`config.mk`:
```
export PLATFORM = sky130hd
export DESIGN_NAME = spsr_status_reg
export DESIGN_NICKNAME = d
export VERILOG_FILES = /design/src/design/spsr_pin_sync.v /design/src/design/spsr_status_reg.v
export VERILOG_INCLUDE_DIRS = /design/src /design/src/design
export SDC_FILE = /design/constraint.sdc
export NUM_CORES = 1
export LEC_CHECK = 0
export BUFFER_PORTS_ARGS = -buffer_cell sky130_fd_sc_hd__buf_4
export CORE_MARGIN = 1
export CORE_UTILIZATION = 40
export CTS_BUF_LIST = sky130_fd_sc_hd__clkbuf_8
export DETAILED_ROUTE_END_ITERATION = 16
export PLACE_DENSITY_LB_ADDON = 0.2
export SLEW_MARGIN = 20
export SYNTH_ARGS = -nofsm -noshare
export SYNTH_HDL_FRONTEND = slang
export SYNTH_SLANG_ARGS = --single-unit
export TNS_END_PERCENT = 5
```
`constraint.sdc`:
```
create_clock -name clk -period 2.05 [get_ports clk]
set_clock_uncertainty 0.1 [all_clocks]
set_input_delay 0.205 -clock clk [delete_from_list [all_inputs] [get_ports clk]]
set_output_delay 0.205 -clock clk [all_outputs]
set_load 0.01 [all_outputs]
```
`src/design/spsr_map.vh`:
```
// register offsets, field positions, reset values and widths of the serial port status block
// Operation
// - spi master: sample late or mid by setting
// - i2c: sample setting controls slew rate
// - spi: clock edge setting picks launch edge
// - i2c: clock edge setting selects smbus thresholds
// - data/address flag shows last byte kind
// - stop flag: stop seen last, else cleared
// - start flag: start seen last, else cleared
// - read/write flag captures direction on match
// - slave shows direction, master shows transmit busy
// - nor of read/write flag and enables means idle
// - ten-bit: flag requests slave address reload
// - receive: buffer full once byte complete
// - i2c transmit: full until data bits shifted out
// - all bits reset to zero, two writable
`ifndef SPSR_MAP_VH
`define SPSR_MAP_VH

// ****************************************
// register offsets
// ****************************************
`define SPSR_ADDR_W 4
`define SPSR_OFF_STATUS 4'h0
`define SPSR_OFF_CTRL 4'h1
`define SPSR_OFF_SLAVE_ADDR 4'h2
`define SPSR_OFF_DATA_BUF 4'h3
`define SPSR_OFF_SEQ_CTRL 4'h4

// ****************************************
// status field positions
// ****************************************
`define SPSR_ST_SAMPLE 7
`define SPSR_ST_EDGE 6
`define SPSR_ST_DATA_ADDR 5
`define SPSR_ST_STOP 4
`define SPSR_ST_START 3
`define SPSR_ST_RW 2
`define SPSR_ST_UA 1
`define SPSR_ST_BF 0

// ****************************************
// control field positions
// ****************************************
`define SPSR_CT_ENABLE 0
`define SPSR_CT_I2C 1
`define SPSR_CT_MASTER 2
`define SPSR_CT_TEN_BIT 3
`define SPSR_SEQ_W 5

// ****************************************
// reset values and constants
// ****************************************
`define SPSR_RST_BYTE 8'h00
`define SPSR_RST_SEQ 5'h00
`define SPSR_BITS_PER_BYTE 4'h8
`define SPSR_CNT_ZERO 4'h0
`define SPSR_CNT_ONE 4'h1
`define SPSR_TEN_BIT_HDR 5'h1e

`endif

```
`src/design/spsr_pin_sync.v`:
```
// three-stage pin synchroniser with agreement filter
`timescale 1ns/10ps
module spsr_pin_sync #(
  parameter IDLE_LEVEL = 1'b1 // level shown until the pin settles
) (
  input wire clk,
  input wire reset,
  input wire pin_in,
  output reg pin_out
);

  reg stage1_reg; // metastability catcher, read by stage2 only
  reg stage2_reg; // first settled copy
  reg stage3_reg; // second settled copy

  // ****************************************
  // shift chain and filter
  // ****************************************
  // a change counts only once stages two and three agree
  always @(posedge clk) begin
    if (reset) begin
      stage1_reg <= IDLE_LEVEL;
      stage2_reg <= IDLE_LEVEL;
      stage3_reg <= IDLE_LEVEL;
      pin_out <= IDLE_LEVEL;
    end else begin
      stage1_reg <= pin_in;
      stage2_reg <= stage1_reg;
      stage3_reg <= stage2_reg;
      if (stage2_reg == stage3_reg) begin
        pin_out <= stage3_reg;
      end
    end
  end

endmodule // spsr_pin_sync

```
`src/design/spsr_status_reg.v`:
```
// serial port status register with bus monitor for i2c and spi
`timescale 1ns/10ps
`include "spsr_map.vh"
module spsr_status_reg (
  input wire clk,
  input wire reset,
  input wire [`SPSR_ADDR_W-1:0] addr,
  input wire [7:0] wdata,
  input wire wr,
  input wire rd,
  output reg [7:0] rdata,
  input wire scl_in, // i2c clock or spi clock pin
  input wire sda_in, // i2c data or spi data-in pin
  output reg sample_late, // spi master samples at end of bit
  output reg slew_ctrl_en, // i2c slew-rate control on
  output reg tx_on_idle_edge, // spi launches on active-to-idle edge
  output reg smbus_thresh_en, // i2c smbus input thresholds
  output reg port_idle // read/write flag clear and no sequence pending
);

  // ****************************************
  // functions
  // ****************************************
  // 7-bit address compare against the address register
  function addr7_match;
    input [7:0] rx;
    input [7:0] own;
    begin
      addr7_match = (rx[7:1] == own[7:1]);
    end
  endfunction

  // ****************************************
  // declarations
  // ****************************************
  wire scl_f; // filtered clock pin
  wire sda_f; // filtered data pin
  reg scl_prev_reg; // clock level one cycle ago
  reg sda_prev_reg; // data level one cycle ago
  reg [1:0] setting_reg; // sample point and clock edge bits
  reg [7:0] ctrl_reg; // enable, mode, master, ten-bit
  reg [`SPSR_SEQ_W-1:0] seq_reg; // start, restart, stop, receive, ack enables
  reg [7:0] slave_addr_reg; // own address
  reg [7:0] data_buf_reg; // received or outgoing byte
  reg [7:0] shift_reg; // bits assembling on the bus
  reg [3:0] bit_cnt_reg; // bits of current byte
  reg data_addr_reg; // last byte was data
  reg stop_seen_reg; // stop detected last
  reg start_seen_reg; // start detected last
  reg dir_reg; // direction of last matched address
  reg ua_reg; // address register needs reload
  reg bf_reg; // buffer full
  reg tx_active_reg; // a byte is being shifted out
  reg first_byte_reg; // next byte is an address byte
  reg low_addr_reg; // ten-bit low address byte expected
  reg [7:0] rdata_next; // read mux
  wire enabled; // port switched on
  wire i2c_mode; // i2c rather than spi
  wire master_mode; // master rather than slave
  wire scl_rise; // clock rising edge
  wire scl_fall; // clock falling edge
  wire start_det; // data falls with clock high
  wire stop_det; // data rises with clock high
  wire spi_edge; // spi sampling edge
  wire bit_edge; // edge that takes one bit in
  wire byte_done; // eighth bit taken
  wire [7:0] byte_now; // completed byte
  wire rw_shown; // flag shown in the status read
  wire [7:0] status_now; // assembled status byte
  wire wr_status; // status write strobe
  wire wr_buf; // data buffer write strobe
  wire rd_buf; // data buffer read strobe
  wire wr_addr; // slave address write strobe

  // ****************************************
  // pin synchronisers
  // ****************************************
  spsr_pin_sync #(.IDLE_LEVEL(1'b1)) u_scl_sync (
    .clk(clk),
    .reset(reset),
    .pin_in(scl_in),
    .pin_out(scl_f)
  );

  spsr_pin_sync #(.IDLE_LEVEL(1'b1)) u_sda_sync (
    .clk(clk),
    .reset(reset),
    .pin_in(sda_in),
    .pin_out(sda_f)
  );

  // ****************************************
  // edge and condition detection
  // ****************************************
  assign enabled = ctrl_reg[`SPSR_CT_ENABLE];
  assign i2c_mode = ctrl_reg[`SPSR_CT_I2C];
  assign master_mode = ctrl_reg[`SPSR_CT_MASTER];
  assign scl_rise = scl_f & ~scl_prev_reg;
  assign scl_fall = ~scl_f & scl_prev_reg;
  assign start_det = i2c_mode & scl_f & scl_prev_reg & sda_prev_reg & ~sda_f;
  assign stop_det = i2c_mode & scl_f & scl_prev_reg & ~sda_prev_reg & sda_f;
  // idle-low clock assumed: launch on fall means sample on rise
  assign spi_edge = setting_reg[0] ? scl_rise : scl_fall;
  assign bit_edge = enabled & (i2c_mode ? scl_rise : spi_edge);
  // the ninth i2c clock carries the acknowledge, not a data bit
  assign byte_done = bit_edge & (bit_cnt_reg == (`SPSR_BITS_PER_BYTE - `SPSR_CNT_ONE));
  assign byte_now = {shift_reg[6:0], sda_f};

  // ****************************************
  // bus strobes
  // ****************************************
  assign wr_status = wr & (addr == `SPSR_OFF_STATUS);
  assign wr_buf = wr & (addr == `SPSR_OFF_DATA_BUF);
  assign rd_buf = rd & (addr == `SPSR_OFF_DATA_BUF);
  assign wr_addr = wr & (addr == `SPSR_OFF_SLAVE_ADDR);

  // ****************************************
  // software settings
  // ****************************************
  // only the two upper bits take a write; the flags belong to hardware
  always @(posedge clk) begin
    if (reset) begin
      setting_reg <= 2'h0;
      ctrl_reg <= `SPSR_RST_BYTE;
      seq_reg <= `SPSR_RST_SEQ;
      slave_addr_reg <= `SPSR_RST_BYTE;
    end else begin
      if (wr_status) begin
        setting_reg <= wdata[`SPSR_ST_SAMPLE:`SPSR_ST_EDGE];
      end
      if (wr & (addr == `SPSR_OFF_CTRL)) begin
        ctrl_reg <= wdata;
      end
      // sequence enables drop when the port is switched off
      if (wr & (addr == `SPSR_OFF_SEQ_CTRL)) begin
        seq_reg <= wdata[`SPSR_SEQ_W-1:0];
      end else if (!enabled) begin
        seq_reg <= `SPSR_RST_SEQ;
      end
      if (wr_addr) begin
        slave_addr_reg <= wdata;
      end
    end
  end

  // ****************************************
  // bus monitor and status flags
  // ****************************************
  // every hardware set is placed after the software clear so it wins
  always @(posedge clk) begin
    if (reset) begin
      scl_prev_reg <= 1'b1;
      sda_prev_reg <= 1'b1;
      shift_reg <= `SPSR_RST_BYTE;
      bit_cnt_reg <= `SPSR_CNT_ZERO;
      data_buf_reg <= `SPSR_RST_BYTE;
      data_addr_reg <= 1'b0;
      stop_seen_reg <= 1'b0;
      start_seen_reg <= 1'b0;
      dir_reg <= 1'b0;
      ua_reg <= 1'b0;
      bf_reg <= 1'b0;
      tx_active_reg <= 1'b0;
      first_byte_reg <= 1'b0;
      low_addr_reg <= 1'b0;
    end else begin
      scl_prev_reg <= scl_f;
      sda_prev_reg <= sda_f;
      // software side: buffer load or drain, address reload
      if (rd_buf & ~tx_active_reg) begin
        bf_reg <= 1'b0;
      end
      if (wr_buf) begin
        data_buf_reg <= wdata;
        bf_reg <= 1'b1;
        tx_active_reg <= 1'b1;
        shift_reg <= wdata;
      end
      if (wr_addr) begin
        ua_reg <= 1'b0;
      end
      if (!enabled) begin
        // switched off: conditions forgotten, byte framing restarts
        stop_seen_reg <= 1'b0;
        start_seen_reg <= 1'b0;
        bit_cnt_reg <= `SPSR_CNT_ZERO;
        tx_active_reg <= 1'b0;
      end else if (start_det) begin
        start_seen_reg <= 1'b1;
        stop_seen_reg <= 1'b0;
        bit_cnt_reg <= `SPSR_CNT_ZERO;
        first_byte_reg <= 1'b1;
        low_addr_reg <= 1'b0;
      end else if (stop_det) begin
        stop_seen_reg <= 1'b1;
        start_seen_reg <= 1'b0;
        bit_cnt_reg <= `SPSR_CNT_ZERO;
        first_byte_reg <= 1'b0;
        tx_active_reg <= 1'b0;
      end else if (i2c_mode & scl_rise & (bit_cnt_reg == `SPSR_BITS_PER_BYTE)) begin
        // acknowledge clock: framing restarts for the next byte
        bit_cnt_reg <= `SPSR_CNT_ZERO;
      end else if (bit_edge) begin
        shift_reg <= byte_now;
        bit_cnt_reg <= bit_cnt_reg + `SPSR_CNT_ONE;
        if (byte_done) begin
          if (!i2c_mode) begin
            data_buf_reg <= byte_now;
            bf_reg <= 1'b1;
            tx_active_reg <= 1'b0;
            bit_cnt_reg <= `SPSR_CNT_ZERO;
          end else if (tx_active_reg) begin
            // data bits out: empty without waiting for ack or stop
            bf_reg <= 1'b0;
            tx_active_reg <= 1'b0;
            data_addr_reg <= 1'b1;
          end else if (first_byte_reg | low_addr_reg) begin
            data_addr_reg <= 1'b0;
            data_buf_reg <= byte_now;
            bf_reg <= 1'b1;
            first_byte_reg <= 1'b0;
            low_addr_reg <= 1'b0;
            if (ctrl_reg[`SPSR_CT_TEN_BIT]) begin
              if (low_addr_reg & (byte_now == slave_addr_reg)) begin
                ua_reg <= 1'b1;
              end else if (first_byte_reg & (byte_now[7:3] == `SPSR_TEN_BIT_HDR) &
                           (byte_now[2:1] == slave_addr_reg[2:1])) begin
                ua_reg <= 1'b1;
                dir_reg <= byte_now[0];
                low_addr_reg <= ~byte_now[0];
              end
            end else if (addr7_match(byte_now, slave_addr_reg)) begin
              dir_reg <= byte_now[0];
            end
          end else begin
            data_addr_reg <= 1'b1;
            data_buf_reg <= byte_now;
            bf_reg <= 1'b1;
          end
        end
      end
    end
  end

  // ****************************************
  // status assembly and read port
  // ****************************************
  // master shows transmit busy, slave shows captured direction
  assign rw_shown = master_mode ? tx_active_reg : dir_reg;
  assign status_now = {setting_reg, data_addr_reg, stop_seen_reg, start_seen_reg,
                       rw_shown, ua_reg, bf_reg};

  // read mux; unmapped offsets read as zero
  always @* begin
    rdata_next = `SPSR_RST_BYTE;
    case (addr)
      `SPSR_OFF_STATUS: begin
        rdata_next = status_now;
      end
      `SPSR_OFF_CTRL: begin
        rdata_next = ctrl_reg;
      end
      `SPSR_OFF_SLAVE_ADDR: begin
        rdata_next = slave_addr_reg;
      end
      `SPSR_OFF_DATA_BUF: begin
        rdata_next = data_buf_reg;
      end
      `SPSR_OFF_SEQ_CTRL: begin
        rdata_next = {3'h0, seq_reg};
      end
      default: begin
        rdata_next = `SPSR_RST_BYTE;
      end
    endcase
  end

  // ****************************************
  // registered outputs
  // ****************************************
  // read data stands only in the cycle after the strobe
  always @(posedge clk) begin
    if (reset) begin
      rdata <= `SPSR_RST_BYTE;
      sample_late <= 1'b0;
      slew_ctrl_en <= 1'b1;
      tx_on_idle_edge <= 1'b0;
      smbus_thresh_en <= 1'b0;
      port_idle <= 1'b1;
    end else begin
      rdata <= rd ? rdata_next : `SPSR_RST_BYTE;
      // late sampling only as spi master; slave held at zero by the master gate
      sample_late <= ~i2c_mode & master_mode & setting_reg[1];
      slew_ctrl_en <= ~(i2c_mode & setting_reg[1]);
      tx_on_idle_edge <= ~i2c_mode & setting_reg[0];
      smbus_thresh_en <= i2c_mode & setting_reg[0];
      port_idle <= ~(rw_shown | (|seq_reg));
    end
  end

endmodule // spsr_status_reg

```
== Word level (Yosys, flattened, before mapping) ==
Cells that the tools add are included.

* Shift-type cells: 0
* $lt $le $gt $ge: 0
* Mux-type cells: 81
* Divide/modulo/power cells: 0
* Bitwise gates (word level): 42
* $add $sub $neg: 1
* Reduce and logical (&&, ||, !) cells: 20
* Eq/ne operators: 20
* Multipliers: 0

{| class="wikitable"
|+ Operators with widths
! kind !! number
|-
| 2-to-1 mux 8 bit || 15
|-
| 2-to-1 mux 1 bit || 61
|-
| one-hot mux 8 bit (5 select lines) || 1
|-
| bitwise AND 1 bit || 27
|-
| AND reduction 7 bit || 2
|-
| NOT 1 bit || 13
|-
| AND reduction 12 bit || 1
|-
| nonzero test 2 bit || 6
|-
| nonzero test 3 bit || 4
|-
| 2-to-1 mux 5 bit || 2
|-
| OR reduction 5 bit || 2
|-
| equality test 4 x 2 -> 1 bit, second input constant || 2
|-
| equality test 4 x 3 -> 1 bit, second input constant || 2
|-
| equality test 8 bit || 1
|-
| 2-to-1 mux 4 bit || 2
|-
| AND reduction 8 bit || 1
|-
| equality test 7 bit || 1
|-
| inequality test 2 x 1 -> 1 bit, second input constant || 3
|-
| inequality test 2 bit, second input constant || 3
|-
| equality test 5 bit, second input constant || 1
|-
| adder 4 x 1 -> 4 bit, second input constant || 1
|-
| equality test 4 x 1 -> 1 bit, second input constant || 1
|-
| equality test 4 bit, second input constant || 1
|-
| zero test 4 bit || 1
|-
| other kinds (7) || 10
|}

* Memory bits (read-only): 0
* Logic and storage cells: 196
* Output and inout bits: 13
* Latch bits: 0
* Memory bits (writable): 0
* Bits in registers: 75
* Memories kept: 0

== Longest topological paths before layout ==
* Word-level depth: 15
* Mapped depth: 8
* Mapped depth without buffers: 7

== Hierarchy ==
From an unflattened synthesis, not the netlist that was laid out.

* Cell total of the unflattened synthesis: 374
* Area total of the unflattened synthesis: 3271.9 µm²

{| class="wikitable"
|+ Modules (own cells, without submodules)
! module !! times used !! cells an instance !! area an instance (µm²)
|-
| spsr_status_reg || 1 || 354 || 3041.7
|-
| spsr_pin_sync || 2 || 10 || 115.1
|}

== Worst setup path after synthesis ==
OpenSTA, ideal clock, no wires.

* Path type: register to register
* Start point: register u_scl_sync.pin_out
* End point: register bit_cnt_reg[3]
* Path slack: 0.141 ns
* Cell stages (with the launch flop): 7
* Data arrival time: 1.739 ns
* Buffers on the path: 1
* Path through: dfxtp_1 -> buf_6 -> or4b_4 -> o21ai_4 -> nand2_4 -> or4_1 -> a21oi_1

* Cells in the longest elaborated chain, start to end: 7

{| class="wikitable"
|+ RTL lines
! element !! line !! source
|-
| start, declared || spsr_pin_sync.v:9 || <nowiki>output reg pin_out</nowiki>
|-
| start signal, assigned || spsr_pin_sync.v:31 || <nowiki>pin_out <= stage3_reg;</nowiki>
|-
| NOT 1 bit || spsr_status_reg.v:99 || <nowiki>assign scl_fall = ~scl_f & scl_prev_reg;</nowiki>
|-
| bitwise AND 1 bit || spsr_status_reg.v:99 ||
|-
| 2-to-1 mux 1 bit || spsr_status_reg.v:103 || <nowiki>assign spi_edge = setting_reg[0] ? scl_rise : scl_fall;</nowiki>
|-
| 2-to-1 mux 1 bit || spsr_status_reg.v:104 || <nowiki>assign bit_edge = enabled & (i2c_mode ? scl_rise : spi_edge);</nowiki>
|-
| bitwise AND 1 bit || spsr_status_reg.v:104 ||
|-
| bitwise AND 1 bit || spsr_status_reg.v:106 || <nowiki>assign byte_done = bit_edge & (bit_cnt_reg == (`SPSR_BITS_PER_BYTE - `SPSR_CNT_ONE));</nowiki>
|-
| 2-to-1 mux 4 bit || spsr_status_reg.v:206 || <nowiki>if (byte_done) begin</nowiki>
|-
| end signal, assigned || spsr_status_reg.v:202 || <nowiki>bit_cnt_reg <= `SPSR_CNT_ZERO;</nowiki>
|-
| end signal, assigned || spsr_status_reg.v:205 || <nowiki>bit_cnt_reg <= bit_cnt_reg + `SPSR_CNT_ONE;</nowiki>
|-
| end signal, assigned || spsr_status_reg.v:211 || <nowiki>bit_cnt_reg <= `SPSR_CNT_ZERO;</nowiki>
|-
| end, declared || spsr_status_reg.v:46 || <nowiki>reg [3:0] bit_cnt_reg;</nowiki>
|}

Several ways; a longest one is shown, not always the timed one.
A chain may end at the register's enable or synchronous reset.

== Worst setup path after layout ==
* Start point: register ctrl_reg[1]
* End point: register bit_cnt_reg[3]

* Cells in the longest elaborated chain, start to end: 5

{| class="wikitable"
|+ RTL lines
! element !! line !! source
|-
| start, declared || spsr_status_reg.v:41 || <nowiki>reg [7:0] ctrl_reg;</nowiki>
|-
| start signal, assigned || spsr_status_reg.v:124 || <nowiki>ctrl_reg <= `SPSR_RST_BYTE;</nowiki>
|-
| start signal, assigned || spsr_status_reg.v:132 || <nowiki>ctrl_reg <= wdata;</nowiki>
|-
| bitwise AND 1 bit (2 in a row) || spsr_status_reg.v:100, spsr_status_reg.v:101 ||
|-
| bitwise AND 1 bit (on tied branches) (2 in a row) || spsr_status_reg.v:100, spsr_status_reg.v:101 ||
|-
| OR reduction 5 bit (no source line) || -- ||
|-
| end signal, assigned || spsr_status_reg.v:155 || <nowiki>bit_cnt_reg <= `SPSR_CNT_ZERO;</nowiki>
|-
| end signal, assigned || spsr_status_reg.v:186 || <nowiki>bit_cnt_reg <= `SPSR_CNT_ZERO;</nowiki>
|-
| end signal, assigned || spsr_status_reg.v:191 || <nowiki>bit_cnt_reg <= `SPSR_CNT_ZERO;</nowiki>
|}

Several ways; a longest one is shown, not always the timed one.

==> flow_metrics.env <==
export IMPL_synth_mux_area_fraction_pct=6.074
export IMPL_commonest_non_fill_non_tap_cell_in_the_layout="sky130_fd_sc_hd__dfxtp_1"
export IMPL_final_cells=513
export IMPL_mapped_cells=375
export IMPL_number_of_enable_type_register_cells_in_the_synthesized_netlist=0
export IMPL_cts_made_buffers=9
export IMPL_post_synth_cell_area_avg_um2=8.788
export IMPL_p_switching_mw=0.6394
export IMPL_postSynthNetCount=395
export IMPL_timing_max_slew_rel_slack_pct=57.57
export IMPL_crit_path_cell_trace="or4b_4 -> o21ai_4 -> nand2_4 -> or4_4 -> a21oi_2"
export IMPL_dpl_hpwl_mm=5.947
export IMPL_growth_of_design_area_from_synthesis_to_finish_pct=19.93
export IMPL_clock_tree_root_driver_cell="sky130_fd_sc_hd__clkbuf_8"
export IMPL_fin_crit_ps=1955
export IMPL_maxSlewViolCount=0
export IMPL_clock_sink_count=74
export IMPL_fp_dieH_um=92.77
export IMPL_timing_final_crit_share_pct=95.37
export IMPL_p_sw_share_pct=21.43
export IMPL_synth_area_leaders="sky130_fd_sc_hd__dfxtp_1 (45%), sky130_fd_sc_hd__nand2_1 (5.1%), sky130_fd_sc_hd__nor2_1 (4.4%)"
export IMPL_cts_root_to_sink_buffers=2
export IMPL_diodes=0
export IMPL_wp_data_required_ps=2230
export IMPL_drv_max_cap_violation_count=0
export IMPL_core_region_area_um2=7848
export IMPL_reg2reg_slack_ps=100
export IMPL_gp_congestion=0.8118
export IMPL_synth_seq_cells=74
export IMPL_hold_end="slave_addr_reg[7]"
export IMPL_worst_slew_pin_slew_ps=634.1
export IMPL_report_final_setup_viol=0
export IMPL_cp_start_kind="flip-flop"
export IMPL_intPower_mw=2.344
export IMPL_die_area_um2=8606
export IMPL_fillerInstances=809
export IMPL_worst_r2r_path_depth=5
export IMPL_ys_types=48
export IMPL_min_delay_start="wdata[7]"
export IMPL_die_w_um=92.77
export IMPL_worst_path_dominant_cell_family="simple AND/OR/NAND/NOR gates"
export IMPL_cells_on_worst_hold_path=3
export IMPL_detail_route_vias_per_cell=5.671
export IMPL_critPathArrivalTime_ps=2140
export IMPL_worst_path_buf_inv=0
export IMPL_yosys_area_share_adder_pct=0.7593
export IMPL_placementRows=32
export IMPL_synth_compound_gate_area_share_pct=16.14
export IMPL_groute_usage_overall_pct=21.28
export IMPL_total_power_density_per_cell_area_nw_per_um2=754.9
export IMPL_outcome="finished, final reports clean"
export IMPL_timing_rr_end="bit_cnt_reg[3]"
export IMPL_clk_latency_ps=340
export IMPL_first_global_vias=2814
export IMPL_timing_critical_path_slowest_stage_cell="sky130_fd_sc_hd__or4b_4"
export IMPL_yosys_area_share_xor_xnor_pct=2.392
export IMPL_fmax_mhz=511.5
export IMPL_synth_warning_count=0
export IMPL_clkSlewWorstSetupHoldPaths_ps=80
export IMPL_p_clk_share_pct=46.0
export IMPL_grt_overflow=0
export IMPL_antenna_violating_nets_post_route=0
export IMPL_part_of_the_power_in_combinational_logic_pct=5.1
export IMPL_tritoncts="built"
export IMPL_io_buffer_count=30
export IMPL_pin_count_of_the_biggest_net_entering_global_routing=36
export IMPL_post_synth_simple_gate_area_pct=25.89
export IMPL_timing_critical_path_fanout_max=7
export IMPL_worst_hold_path_type="primary input to flip-flop"
export IMPL_end_kind="flip-flop"
export IMPL_total_vias_in_the_final_route=2909
export IMPL_grt_antenna_before_repair=0
export IMPL_placedCellCount=495
export IMPL_share_seq_of_total_power_pct=49.0
export IMPL_totalNegativeSetupSlack_ps=0
export IMPL_htree_num_levels=3
export IMPL_finalHoldViolations=0
export IMPL_critPathKind="flip-flop to flip-flop"
export IMPL_power_ir_vdd_worst_v=0.0004131
export IMPL_main_combinational_cell_family_by_area_after_synthesis="simple AND/OR/NAND/NOR gates"
export IMPL_netlist_top_cell_by_area="sky130_fd_sc_hd__dfxtp_1"
export IMPL_post_route_cells_drive_above_1_share_pct=20.92
export IMPL_drt_wirelength_per_cell_um=16.66
export IMPL_dpl_cell_area_um2=3662
export IMPL_synth_main_ff_cell="sky130_fd_sc_hd__dfxtp_1"
export IMPL_detailed_router_s_first_iteration_violation_count=205
export IMPL_asyncSetResetFlopFracSynth_pct=0
export IMPL_drt_total_wl_mm=8.549
export IMPL_synth_seq_area_share_pct=44.95
export IMPL_reg2reg_from="ctrl_reg[1]"
export IMPL_boundaryPins=31
export IMPL_p_leak_nw=1.488
export IMPL_fin_util_pct=50.37
export IMPL_crit_path_max_incr_delay_ps=550
export IMPL_initial_utilization_pct=42.00
export IMPL_area_share_of_the_largest_cell_type_after_synthesis_pct=44.95
export IMPL_mostFrequentLayoutCells="sky130_fd_sc_hd__dfxtp_1 (74), sky130_fd_sc_hd__nand2_1 (45), sky130_fd_sc_hd__buf_4 (43)"
export IMPL_first_pass_grt_wire_length_mm=14.13
export IMPL_layout_nets=427
export IMPL_first_pass_iters=5
export IMPL_drc_errors=0
export IMPL_fin_area_um2=3953
export IMPL_synth_cell_area_um2=3296
## power by group through the flow
stage          logic, mW  registers [mW]  clock network (mW)
2_1_floorplan     0.0811            1.49                   0
3_3_place_gp       0.146            1.49                   0
3_5_place_dp       0.146            1.50                   0
4_1_cts            0.149            1.46                1.39
5_1_grt            0.165            1.46                1.46
6_report           0.151            1.46                1.37
## Yosys cell counts, drive strengths merged, types with 3 or more instances
| master | n |
|---|---|
| a21oi | 23 |
| a222oi | 4 |
| a22o | 8 |
| a22oi | 3 |
| a311oi | 15 |
| and2 | 4 |
| buf | 6 |
| clkbuf | 20 |
| dfxtp | 74 |
| inv | 4 |
| mux2 | 8 |
| mux2i | 11 |
| nand2 | 46 |
| nand2b | 3 |
| nand3 | 20 |
| nand3b | 5 |
| nand4 | 7 |
| nand4b | 3 |
| nor2 | 39 |
| nor2b | 5 |
| nor3 | 12 |
| o21ai | 9 |
| or2 | 8 |
| xnor2 | 6 |
| xor2 | 3 |
## tightest hold or removal path, delay by kind of cell
| kind | cells | cell delay, ps |
|---|---|---|
| buffers and inverters | 1 | 100 |
| multiplexers | 1 | 60 |
| AND/OR/NAND/NOR | 1 | 70 |
## layout make-up
| class | count | area (um^2) | area share (%) |
|---|---|---|---|
| clock buffer | 10 | 137.6 | 3.482 |
| clock inverter | 5 | 102.6 | 2.596 |
| inverter | 4 | 15.01 | 0.3799 |
| multi-input combinational | 271 | 1714 | 43.37 |
| sequential | 74 | 1481 | 37.48 |
| tap | 102 | 127.6 | 3.229 |
| timing repair buffer | 47 | 374.1 | 9.465 |
## how the worst max path moves through the flow
stage,startpoint,slack [ps],endpoint,cells past startpoint
2_1_floorplan,u_scl_sync.pin_out,140,bit_cnt_reg[3],6
3_3_place_gp,ctrl_reg[1],190,bit_cnt_reg[3],5
3_5_place_dp,ctrl_reg[1],110,bit_cnt_reg[3],5
4_1_cts,ctrl_reg[1],80,bit_cnt_reg[3],5
5_1_grt,shift_reg[2],-20,dir_reg,5
6_report,ctrl_reg[1],100,bit_cnt_reg[3],5
## cell families (layout without fill, tap and decap cells)
group,Yosys count,after routing
muxes,19,19
xor gates and xnor gates,9,9
buffers and inverters,30,66
DFF,74,74
and+or+nand+nor,167,167
AOI/OAI and AO/OA,74,74
adders and majority gates,2,2
## repair_timing
| action | 4_1_cts | 5_1_grt |
|---|---|---|
| hold endpoints to repair | 2 | 0 |
| hold buffers | 2 | 0 |
| buffers inserted | 0 | 1 |
| endpoints found under the setup margin | 0 | 3 |
| resized for setup | 0 | 7 |
## metrics by stage
step | total power, mW | hold WS [ps] | setup slack [ps]
2_1_floorplan | 1.573 | 208.8 | 141.2
3_3_place_gp | 1.641 | 292.9 | 189.3
3_5_place_dp | 1.641 | 292.6 | 105.1
4_1_cts | 3.003 | 17.79 | 78.13
5_1_grt | 3.084 | 36.62 | -15.46
6_report | 2.984 | 28.42 | 95.00
## metal layers
layer  part of all wire (%)  GRT usage (%)
met2                     45          32.41
met4                    2.6          8.077
met5                      0              0
met3                    4.7          5.665
met1                     47          28.62
No activity file was read; power rests on OpenSTA's default activity.
